### src/core/sxr_regs.vh
// Overview of operation
// Pulse release low one cycle to grant
// Float address/data and command after granting
// Agent drives buses two cycles after release
// Agent drops request two cycles after release
// Agent floats buses when request finished
// New processor request one cycle after float
// Check and parity follow primary bus timing
// External read and response are atomic
// Buses float one cycle before agent drives
// Agent read: command, address, one valid cycle
// Answer external read: final, error, one valid
// Master state, keep driving after read answer
// Null: command, one valid cycle, no data
// Null only returns interface to master
// Agent write: address cycle then data cycle
// Write data cycle final, single word only
// Agent answers reads after autonomous slave shift
// Non-coherent block fill marked exclusive dirty
// Any flagged error cycle means bus error
// Agent answers only pending processor reads
// Accept data on valid with identifier until final
// Config bit 0 picks Wxx or W pattern
// Independent transfer: no valid, then null
// Command MSB 0 address, 1 data cycle
// Type field: 0 read, 2 write, 3 null
// Agent sets reserved fields to one
`ifndef SXR_REGS_VH
`define SXR_REGS_VH

// Register map, byte addresses
`define SXR_ADDR_W 36
`define SXR_CFG_ADDR 36'hfff100000
`define SXR_STAT_ADDR 36'hfff100004
`define SXR_CFG_RST 3'h0
`define SXR_CFG_PAT_BIT 0
`define SXR_CFG_SWM_HI 2
`define SXR_CFG_SWM_LO 1
`define SXR_SWM_COMPAT 2'h0
`define SXR_ST_MASTER_BIT 0
`define SXR_ST_PERR_BIT 1
`define SXR_ST_BERR_BIT 2

// Command and data identifier fields
`define SXR_CMD_DATA_BIT 8
`define SXR_CMD_TYPE_HI 7
`define SXR_CMD_TYPE_LO 5
`define SXR_CMD_PROP_HI 4
`define SXR_CMD_PROP_LO 3
`define SXR_TYPE_READ 3'h0
`define SXR_TYPE_WRITE 3'h2
`define SXR_TYPE_NULL 3'h3
`define SXR_PROP_BLOCK 2'h2
`define SXR_DID_LAST_BIT 7
`define SXR_DID_ERR_BIT 5
`define SXR_DID_RESP_ERR 9'h1ff
`define SXR_DID_WR_MORE 9'h11f
`define SXR_DID_WR_LAST 9'h19f

// Counter reloads: last word index, or cycles minus one
`define SXR_BLOCK_LAST 3'h7
`define SXR_SINGLE_LAST 3'h0
`define SXR_HANDBACK_CYC 2'h3
`define SXR_WXX_IDLE 2'h1
`define SXR_COMPAT_DUMMY 2'h1

`endif

### src/core/sxr_sync.v
`timescale 1ns/1ps
module sxr_sync #(
	parameter WIDTH = 1
) (
	// Clock and reset
	input wire clk,
	input wire rst_n,
	// Asynchronous in, synchronised out
	input wire [WIDTH-1:0] d,
	output wire [WIDTH-1:0] q
);
	reg [WIDTH-1:0] meta_r;
	reg [WIDTH-1:0] sync_r;

	// Two flip-flops; pins idle high so reset to ones
	always @(posedge clk or negedge rst_n) begin
		if (!rst_n) begin
			meta_r <= {WIDTH{1'b1}};
			sync_r <= {WIDTH{1'b1}};
		end else begin
			meta_r <= d;
			sync_r <= meta_r;
		end
	end

	assign q = sync_r;
endmodule

### src/core/sxr_slave.v
// The APB slave port was chosen for this implementation.
`timescale 1ns/1ps
`include "sxr_regs.vh"
module sxr_slave (
	// Clock and reset
	input wire CLK_SYS,
	input wire RST_N,
	// APB slave
	input wire PSEL,
	input wire PENABLE,
	input wire PWRITE,
	input wire [35:0] PADDR,
	input wire [31:0] PWDATA,
	output reg [31:0] PRDATA,
	output wire PREADY,
	output wire PSLVERR,
	// Arbitration pins
	input wire EXT_REQUEST_N,
	output reg RELEASE_N,
	input wire INBOUND_VALID_N,
	output reg OUTBOUND_VALID_N,
	// Address/data bus and check bits
	input wire [31:0] ADDR_DATA_BUS_I,
	output reg [31:0] ADDR_DATA_BUS_O,
	output reg ADDR_DATA_BUS_OE,
	input wire [7:0] ADDR_DATA_CHECK_BUS_I,
	output reg [7:0] ADDR_DATA_CHECK_BUS_O,
	output reg ADDR_DATA_CHECK_BUS_OE,
	// Command bus and parity
	input wire [8:0] COMMAND_ID_BUS_I,
	output reg [8:0] COMMAND_ID_BUS_O,
	output reg COMMAND_ID_BUS_OE,
	input wire COMMAND_PARITY_I,
	output reg COMMAND_PARITY_O,
	output reg COMMAND_PARITY_OE,
	// Processor request port
	input wire CORE_REQ_VALID,
	output wire CORE_REQ_READY,
	input wire [8:0] CORE_REQ_CMD,
	input wire [31:0] CORE_REQ_ADDR,
	input wire [31:0] CORE_WR_DATA,
	output wire CORE_WR_NEXT,
	// Read response to processor
	output reg [31:0] RESP_DATA,
	output reg RESP_VALID,
	output reg RESP_LAST,
	output reg RESP_BUS_ERR,
	output reg RESP_EXCL_DIRTY,
	// External write to processor
	output reg EXT_WR_VALID,
	output reg [31:0] EXT_WR_ADDR,
	output reg [31:0] EXT_WR_DATA
);
	localparam [12:0] ST_MASTER = 13'h0001;
	localparam [12:0] ST_REL = 13'h0002;
	localparam [12:0] ST_SLAVE = 13'h0004;
	localparam [12:0] ST_EWDATA = 13'h0008;
	localparam [12:0] ST_ERD_FLT = 13'h0010;
	localparam [12:0] ST_ERD_RSP = 13'h0020;
	localparam [12:0] ST_GAP = 13'h0040;
	localparam [12:0] ST_PRD_ADR = 13'h0080;
	localparam [12:0] ST_PRD_REL = 13'h0100;
	localparam [12:0] ST_PRD_RSP = 13'h0200;
	localparam [12:0] ST_PWR_ADR = 13'h0400;
	localparam [12:0] ST_PWR_DAT = 13'h0800;
	localparam [12:0] ST_PWR_IDL = 13'h1000;

	reg [1:0] rst_ff_r;
	wire rst_n_s;
	wire [51:0] pins_s;
	wire ext_req_n_s;
	wire in_valid_n_s;
	wire [31:0] ad_in_s;
	wire [7:0] chk_in_s;
	wire [8:0] cmd_in_s;
	wire par_in_s;
	wire [7:0] chk_in_calc;
	wire [7:0] chk_nxt;
	reg [12:0] st_r, st_nxt;
	reg [1:0] gap_r, gap_nxt;
	reg [2:0] cnt_r, cnt_nxt;
	reg [8:0] pcmd_r, pcmd_nxt;
	reg err_r, err_nxt;
	reg rel_n_nxt, ov_n_nxt, oe_nxt;
	reg [31:0] ad_nxt;
	reg [8:0] cmd_nxt;
	reg send_word;
	reg resp_v_nxt, resp_last_nxt, resp_err_nxt, resp_xd_nxt;
	reg ewr_v_nxt;
	reg [31:0] ewr_addr_nxt;
	reg [2:0] cfg_r;
	reg perr_r;
	reg berr_r;
	wire in_cmd_cyc;
	wire in_dat_cyc;
	wire perr_set;
	wire apb_wr;
	wire hit_cfg;
	wire hit_stat;

	// Reset release through two flip-flops
	always @(posedge CLK_SYS or negedge RST_N) begin
		if (!RST_N) begin
			rst_ff_r <= 2'h0;
		end else begin
			rst_ff_r <= {rst_ff_r[0], 1'b1};
		end
	end
	assign rst_n_s = rst_ff_r[1];

	// All pin inputs pass two flip-flops
	sxr_sync #(.WIDTH(52)) u_pin_sync (
		.clk(CLK_SYS),
		.rst_n(rst_n_s),
		.d({EXT_REQUEST_N, INBOUND_VALID_N, ADDR_DATA_BUS_I,
			ADDR_DATA_CHECK_BUS_I, COMMAND_ID_BUS_I, COMMAND_PARITY_I}),
		.q(pins_s)
	);
	assign ext_req_n_s = pins_s[51];
	assign in_valid_n_s = pins_s[50];
	assign ad_in_s = pins_s[49:18];
	assign chk_in_s = pins_s[17:10];
	assign cmd_in_s = pins_s[9:1];
	assign par_in_s = pins_s[0];

	// Inbound cycle classes by valid and bus MSB
	assign in_cmd_cyc = !in_valid_n_s && !cmd_in_s[`SXR_CMD_DATA_BIT];
	assign in_dat_cyc = !in_valid_n_s && cmd_in_s[`SXR_CMD_DATA_BIT];

	// Per-byte even check bits, outbound and inbound
	genvar i;
	generate
		for (i = 0; i < 4; i = i + 1) begin : g_chk
			assign chk_nxt[i] = ^ad_nxt[8*i+7:8*i];
			assign chk_in_calc[i] = ^ad_in_s[8*i+7:8*i];
		end
	endgenerate
	// Upper check bits have no byte lane on a 32-bit bus
	assign chk_nxt[7:4] = 4'h0;
	assign chk_in_calc[7:4] = 4'h0;
	assign perr_set = !in_valid_n_s && ((chk_in_calc != chk_in_s) ||
		((^cmd_in_s) != par_in_s));

	// Interface sequencer
	always @* begin
		st_nxt = st_r;
		gap_nxt = gap_r;
		cnt_nxt = cnt_r;
		pcmd_nxt = pcmd_r;
		err_nxt = err_r;
		rel_n_nxt = 1'b1;
		ov_n_nxt = 1'b1;
		oe_nxt = COMMAND_ID_BUS_OE;
		ad_nxt = ADDR_DATA_BUS_O;
		cmd_nxt = COMMAND_ID_BUS_O;
		send_word = 1'b0;
		resp_v_nxt = 1'b0;
		resp_last_nxt = 1'b0;
		resp_err_nxt = RESP_BUS_ERR;
		resp_xd_nxt = 1'b0;
		ewr_v_nxt = 1'b0;
		ewr_addr_nxt = EXT_WR_ADDR;
		case (st_r)
			ST_MASTER: begin
				oe_nxt = 1'b1;
				if (!ext_req_n_s) begin
					st_nxt = ST_REL;
					rel_n_nxt = 1'b0;
					oe_nxt = 1'b0;
				end else if (CORE_REQ_VALID) begin
					cmd_nxt = CORE_REQ_CMD;
					ad_nxt = CORE_REQ_ADDR;
					ov_n_nxt = 1'b0;
					pcmd_nxt = CORE_REQ_CMD;
					err_nxt = 1'b0;
					if (CORE_REQ_CMD[`SXR_CMD_PROP_HI:`SXR_CMD_PROP_LO] ==
						`SXR_PROP_BLOCK) begin
						cnt_nxt = `SXR_BLOCK_LAST;
					end else begin
						cnt_nxt = `SXR_SINGLE_LAST;
					end
					if (CORE_REQ_CMD[`SXR_CMD_TYPE_HI:`SXR_CMD_TYPE_LO] ==
						`SXR_TYPE_READ) begin
						st_nxt = ST_PRD_ADR;
					end else begin
						st_nxt = ST_PWR_ADR;
					end
				end
			end
			ST_REL: begin
				st_nxt = ST_SLAVE;
			end
			ST_SLAVE: begin
				// Valid stays high during independent transfers
				if (in_cmd_cyc) begin
					case (cmd_in_s[`SXR_CMD_TYPE_HI:`SXR_CMD_TYPE_LO])
						`SXR_TYPE_READ: begin
							st_nxt = ST_ERD_FLT;
						end
						`SXR_TYPE_WRITE: begin
							ewr_addr_nxt = ad_in_s;
							st_nxt = ST_EWDATA;
						end
						`SXR_TYPE_NULL: begin
							gap_nxt = `SXR_HANDBACK_CYC;
							st_nxt = ST_GAP;
						end
						default: begin
							st_nxt = ST_SLAVE;
						end
					endcase
				end
			end
			ST_EWDATA: begin
				if (in_dat_cyc) begin
					ewr_v_nxt = 1'b1;
					gap_nxt = `SXR_HANDBACK_CYC;
					st_nxt = ST_GAP;
				end
			end
			ST_ERD_FLT: begin
				oe_nxt = 1'b1;
				cmd_nxt = `SXR_DID_RESP_ERR;
				ad_nxt = 32'h0;
				ov_n_nxt = 1'b0;
				st_nxt = ST_ERD_RSP;
			end
			ST_ERD_RSP: begin
				st_nxt = ST_MASTER;
			end
			ST_GAP: begin
				if (gap_r == 2'h0) begin
					oe_nxt = 1'b1;
					st_nxt = ST_MASTER;
				end else begin
					gap_nxt = gap_r - 2'h1;
				end
			end
			ST_PRD_ADR: begin
				rel_n_nxt = 1'b0;
				oe_nxt = 1'b0;
				st_nxt = ST_PRD_REL;
			end
			ST_PRD_REL: begin
				st_nxt = ST_PRD_RSP;
			end
			ST_PRD_RSP: begin
				if (in_dat_cyc) begin
					resp_v_nxt = 1'b1;
					err_nxt = err_r | cmd_in_s[`SXR_DID_ERR_BIT];
					if (cmd_in_s[`SXR_DID_LAST_BIT]) begin
						resp_last_nxt = 1'b1;
						resp_err_nxt = err_nxt;
						resp_xd_nxt =
							pcmd_r[`SXR_CMD_PROP_HI:`SXR_CMD_PROP_LO] ==
							`SXR_PROP_BLOCK;
						gap_nxt = `SXR_HANDBACK_CYC;
						st_nxt = ST_GAP;
					end
				end
			end
			ST_PWR_ADR: begin
				send_word = 1'b1;
			end
			ST_PWR_DAT: begin
				if (cnt_r == 3'h0) begin
					if (pcmd_r[`SXR_CMD_PROP_HI:`SXR_CMD_PROP_LO] !=
						`SXR_PROP_BLOCK &&
						cfg_r[`SXR_CFG_SWM_HI:`SXR_CFG_SWM_LO] ==
						`SXR_SWM_COMPAT) begin
						gap_nxt = `SXR_COMPAT_DUMMY;
						st_nxt = ST_GAP;
					end else begin
						st_nxt = ST_MASTER;
					end
				end else begin
					cnt_nxt = cnt_r - 3'h1;
					if (cfg_r[`SXR_CFG_PAT_BIT]) begin
						send_word = 1'b1;
					end else begin
						gap_nxt = `SXR_WXX_IDLE;
						st_nxt = ST_PWR_IDL;
					end
				end
			end
			ST_PWR_IDL: begin
				if (gap_r == 2'h0) begin
					send_word = 1'b1;
				end else begin
					gap_nxt = gap_r - 2'h1;
				end
			end
			default: begin
				st_nxt = ST_MASTER;
			end
		endcase
		// One outbound data word of a processor write
		if (send_word) begin
			ad_nxt = CORE_WR_DATA;
			ov_n_nxt = 1'b0;
			st_nxt = ST_PWR_DAT;
			if (cnt_nxt == 3'h0) begin
				cmd_nxt = `SXR_DID_WR_LAST;
			end else begin
				cmd_nxt = `SXR_DID_WR_MORE;
			end
		end
	end

	// Core may issue only in master with no request pending
	assign CORE_REQ_READY = (st_r == ST_MASTER) && ext_req_n_s;
	assign CORE_WR_NEXT = send_word;

	// Sequencer and pin output registers
	always @(posedge CLK_SYS or negedge rst_n_s) begin
		if (!rst_n_s) begin
			st_r <= ST_MASTER;
			gap_r <= 2'h0;
			cnt_r <= 3'h0;
			pcmd_r <= 9'h0;
			err_r <= 1'b0;
			RELEASE_N <= 1'b1;
			OUTBOUND_VALID_N <= 1'b1;
			ADDR_DATA_BUS_O <= 32'h0;
			ADDR_DATA_CHECK_BUS_O <= 8'h0;
			COMMAND_ID_BUS_O <= 9'h0;
			COMMAND_PARITY_O <= 1'b0;
			ADDR_DATA_BUS_OE <= 1'b1;
			ADDR_DATA_CHECK_BUS_OE <= 1'b1;
			COMMAND_ID_BUS_OE <= 1'b1;
			COMMAND_PARITY_OE <= 1'b1;
		end else begin
			st_r <= st_nxt;
			gap_r <= gap_nxt;
			cnt_r <= cnt_nxt;
			pcmd_r <= pcmd_nxt;
			err_r <= err_nxt;
			RELEASE_N <= rel_n_nxt;
			OUTBOUND_VALID_N <= ov_n_nxt;
			ADDR_DATA_BUS_O <= ad_nxt;
			ADDR_DATA_CHECK_BUS_O <= chk_nxt;
			COMMAND_ID_BUS_O <= cmd_nxt;
			COMMAND_PARITY_O <= ^cmd_nxt;
			ADDR_DATA_BUS_OE <= oe_nxt;
			ADDR_DATA_CHECK_BUS_OE <= oe_nxt;
			COMMAND_ID_BUS_OE <= oe_nxt;
			COMMAND_PARITY_OE <= oe_nxt;
		end
	end

	// Processor-side result registers
	always @(posedge CLK_SYS or negedge rst_n_s) begin
		if (!rst_n_s) begin
			RESP_DATA <= 32'h0;
			RESP_VALID <= 1'b0;
			RESP_LAST <= 1'b0;
			RESP_BUS_ERR <= 1'b0;
			RESP_EXCL_DIRTY <= 1'b0;
			EXT_WR_VALID <= 1'b0;
			EXT_WR_ADDR <= 32'h0;
			EXT_WR_DATA <= 32'h0;
		end else begin
			if (resp_v_nxt) begin
				RESP_DATA <= ad_in_s;
			end
			RESP_VALID <= resp_v_nxt;
			RESP_LAST <= resp_last_nxt;
			RESP_BUS_ERR <= resp_err_nxt;
			RESP_EXCL_DIRTY <= resp_xd_nxt;
			EXT_WR_VALID <= ewr_v_nxt;
			EXT_WR_ADDR <= ewr_addr_nxt;
			if (ewr_v_nxt) begin
				EXT_WR_DATA <= ad_in_s;
			end
		end
	end

	// APB decode
	assign hit_cfg = (PADDR == `SXR_CFG_ADDR);
	assign hit_stat = (PADDR == `SXR_STAT_ADDR);
	assign apb_wr = PSEL && PENABLE && PWRITE;
	assign PREADY = 1'b1;
	assign PSLVERR = PSEL && PENABLE && !hit_cfg && !hit_stat;

	// Config, sticky parity error (set wins over clear), read data
	always @(posedge CLK_SYS or negedge rst_n_s) begin
		if (!rst_n_s) begin
			cfg_r <= `SXR_CFG_RST;
			perr_r <= 1'b0;
			berr_r <= 1'b0;
			PRDATA <= 32'h0;
		end else begin
			if (apb_wr && hit_cfg) begin
				cfg_r <= PWDATA[2:0];
			end
			if (perr_set) begin
				perr_r <= 1'b1;
			end else if (apb_wr && hit_stat && PWDATA[`SXR_ST_PERR_BIT]) begin
				perr_r <= 1'b0;
			end
			if (resp_last_nxt) begin
				berr_r <= resp_err_nxt;
			end
			if (PSEL && !PENABLE && !PWRITE) begin
				if (hit_cfg) begin
					PRDATA <= {29'h0, cfg_r};
				end else if (hit_stat) begin
					PRDATA <= {29'h0, berr_r, perr_r, st_r == ST_MASTER};
				end else begin
					PRDATA <= 32'h0;
				end
			end
		end
	end
endmodule

### config.mk
export PLATFORM = sky130hd
export DESIGN_NAME = sxr_slave
export DESIGN_NICKNAME = d
export VERILOG_FILES = /design/src/core/sxr_sync.v /design/src/core/sxr_slave.v
export VERILOG_INCLUDE_DIRS = /design/src /design/src/core
export SDC_FILE = /design/constraint.sdc
export NUM_CORES = 1
export LEC_CHECK = 0
export BUFFER_PORTS_ARGS = -buffer_cell sky130_fd_sc_hd__buf_2
export CAP_MARGIN = 25
export CORE_ASPECT_RATIO = 0.75
export CORE_UTILIZATION = 30
export CTS_CLUSTER_DIAMETER = 200
export DETAILED_ROUTE_END_ITERATION = 12
export PLACE_DENSITY = 0.59
export SYNTH_ARGS = -nofsm -noshare
export SYNTH_HDL_FRONTEND = slang
export SYNTH_SLANG_ARGS = --single-unit
### constraint.sdc
create_clock -name CLK_SYS -period 23.8 [get_ports CLK_SYS]
set_input_delay 4.76 -clock CLK_SYS [delete_from_list [all_inputs] [get_ports CLK_SYS]]
set_output_delay 4.76 -clock CLK_SYS [all_outputs]
set_load 0.05 [all_outputs]
==> results.md <==
* Outcome: complete, no violations
* Via/cell ratio at 4.56
* Via count at around 8000
* # Max-Cap Violations at 0
* RSZ-0062 raised after global routing: no
* WL per Instance at around 17 um
* Fraction of layout cells with a size suffix above 1 at approximately half
* Fmax at 91.5 MHz
* Skew-Pair Late Insertion Delay at between 500 and 600 ps
* Most frequent cells after synthesis: dfrtp_1 (177), dfstp_2 (108), mux2_2 (101), nand2_1 (67), xnor2_1 (54)
* Total wire length at a little over 30000 um
* Final hold slack at ~350 ps
* Total GRT Usage at 14.9%
* First-pass GRT wire length at approximately 47000 um
* CTS sink count at 285
* Htree depth at 1
* Row count at 62
* Post-route ant nets at 0
* Clock-pin slew on the worst setup and hold paths at roughly 60 ps
* Final Max Slew Viols at 0
* Most common cell in the netlist: dfrtp_1
* R2R setup slack at roughly 20000 ps
* Seq cells post-synth at around 290
* Setup Fix Bufs, Post-CTS at 0
* Cell area after layout at 0.0149 sq mm
* CP Data Required Time at between 15000 and 20000 ps
* Nets at around 1400
* Drt first pass iters at 4
* Dominant cell type by area after synthesis: dfrtp_1
* Port Buffers at between 300 and 400
* Number of synthesis warnings at 0
* Number of flops mapped to enable cells by yosys at 0
* Die area at roughly 0.04 sq mm
* TritonCTS Buffers at 30
* Area of the core at between 0.03 and 0.04 sq mm
* # setup viols final at 0
* Area growth syn-to-layout at 26.4%
* Async SR Flop Fraction at 100%
* Fin crit period at 10930 ps
* Final Wtd Congestion at ~0.85
* Pin count of the biggest net entering global routing at 82
* Mapped Area at around 0.012 sq mm
* Crit Path Max Fanout at 5
* DR DRC count at 0
* Critical Path Sink Type: output pin
* DIE HEIGHT at about 170 um
* Chip width at 231 um
* Post-route insts no fill at around 1800
* Fillers at ~3700
* Critical path class: in -> out
* Dpl hpwl at roughly 21000 um
* Sequential fraction of the synthesis area at between 60% and 70%
* Post-CTS Resized at 0
* Distinct cells, synth at 64
* Cells after Synth at between 800 and 900
* CTS tree: yes
* PnR worst setup slack at roughly 13000 ps
* Placed cell area at around 0.014 sq mm
* Vias in the first global route at around 8300
* Post-synth top flop: dfrtp_1
* Initial antenna violation count at 2
* Final Hold Viols at 0
* Worst vdd ir at ~0.000064 V
* Area contributors post-synth: dfrtp_1 (38%), dfstp_2 (24%), mux2_2 (9.6%)
* Slew at the pin closest to its max-slew limit at about 930 ps
* Clock Skew at roughly 20 ps
* HP Class: reg -> reg
* DRT iter0 DRCs at between 400 and 500
* P_leak at ~7.3 nW
* Power per cell area at between 100 and 150 mW/mm^2
* Dpl ws at about 13000 ps
* Syn avg cell area at 13.4 sq um
* Total Neg Setup Slack at 0 ps
* Dpl cells at 1692
* I/O pin cnt at 392
* Diode count at 0
* Hold_buf cts at 0
* Clock buffer depth at 3
* Clock Tree Root: clkbuf_16
* Overflow after GRT at 0
* Slew Limit Headroom at about two fifths
* Starting Density at between 30% and 40%
* Share of the synthesized area in the top cell type at a little under two fifths
* Critical Path Start Type: input pin
* Fraction of the cycle the final worst path needs at between 40% and 50%
* Worst endpoint data arrival time at a little over 6000 ps
critical path: stages:
cell and delay, ps:
buf_2 100, nor4b_1 310, nand4_1 200, nor3_1 220, nand4_1 190, nor2b_1 190
buf_2 200
worst paths after layout:
check                                       from                  endpoint  cells past startpoint
max reg2reg                             st_r[10]  ADDR_DATA_CHECK_BUS_O[3]                      8
min in group asynchronous            rst_ff_r[1]             RESP_DATA[29]                      0
max in group asynchronous                  RST_N               rst_ff_r[1]                      1
min reg2reg                u_pin_sync.meta_r[11]          u_pin_sync.q[11]                      0
min                        u_pin_sync.meta_r[11]          u_pin_sync.q[11]                      0
max                                    PADDR[16]                   PSLVERR                      7
where the power goes:
group          switching [mW]  total [mW]  internal, mW
Combinational           0.420       0.648         0.228
Sequential             0.0474       0.615         0.567
Clock                   0.198       0.484         0.285
logic make-up after synthesis:
kind of cell,synth area share (%)
AO/OA/AOI/OAI,6.23
XOR/XNOR,6.54
adder cells (fa/ha/maj),0.425
buffers and inverters,4.50
flip-flops,61.6
multiplexers,11.0
other,0.0637
AND/OR/NAND/NOR,9.60
flip-flops by register name, summed over array words and instances (netlist names), 3 cells and up:
name	count
ADDR_DATA_CHECK_BUS_O	4
u_pin_sync.meta_r	52
st_r	13
cfg_r	3
u_pin_sync.q	52
PRDATA	3
RESP_DATA	32
COMMAND_ID_BUS_O	9
EXT_WR_ADDR	32
cnt_r	3
ADDR_DATA_BUS_O	32
EXT_WR_DATA	32
per-stage QoR:
stage                     power [mW]  utilization [%]
final                           1.75             38.7
after global routing            1.84             38.7
after CTS                       1.77             38.6
after detailed placement        1.28             35.9
after global placement          1.27             35.9
after floorplan                 1.13                -
cell usage in the layout, fill, tap and decap left out, types with 5 or more instances in the layout:
cell / n
o21ai_0: 9
a21oi_1: 16
clkinv_4: 5
nand4_1: 10
nor3_1: 7
nor2b_1: 8
xnor3_1: 5
xor2_1: 13
inv_1: 12
a221oi_1: 9
a211oi_1: 13
dfstp_2: 108
clkbuf_1: 6
xnor2_1: 54
clkbuf_16: 30
clkinv_2: 5
mux2i_1: 16
buf_4: 8
nand2_1: 67
mux2_2: 101
nand2b_1: 7
conb_1: 35
nor2_1: 46
nor4b_1: 6
clkbuf_8: 6
o22ai_1: 5
nor4_1: 5
o31ai_1: 9
buf_2: 328
a31oi_1: 16
dfrtp_1: 176
nand3_1: 24
per-layer routing:
layer,global-route usage (%),wire [um]
met5,0,0
met4,3.45,691
met3,5.26,2590
met2,24.1,14100
met1,19.1,12800
layout make-up:
type,instances,area (sq um),area share [%]
sequential,285,7270,48.8
inverter,14,57.6,0.386
clock buffer,42,856,5.74
tap,512,641,4.30
multi-input combinational,545,4130,27.7
timing repair buffer,338,1760,11.8
clock inverter,14,188,1.26
Note: power is estimated with default switching activity, not from simulation.
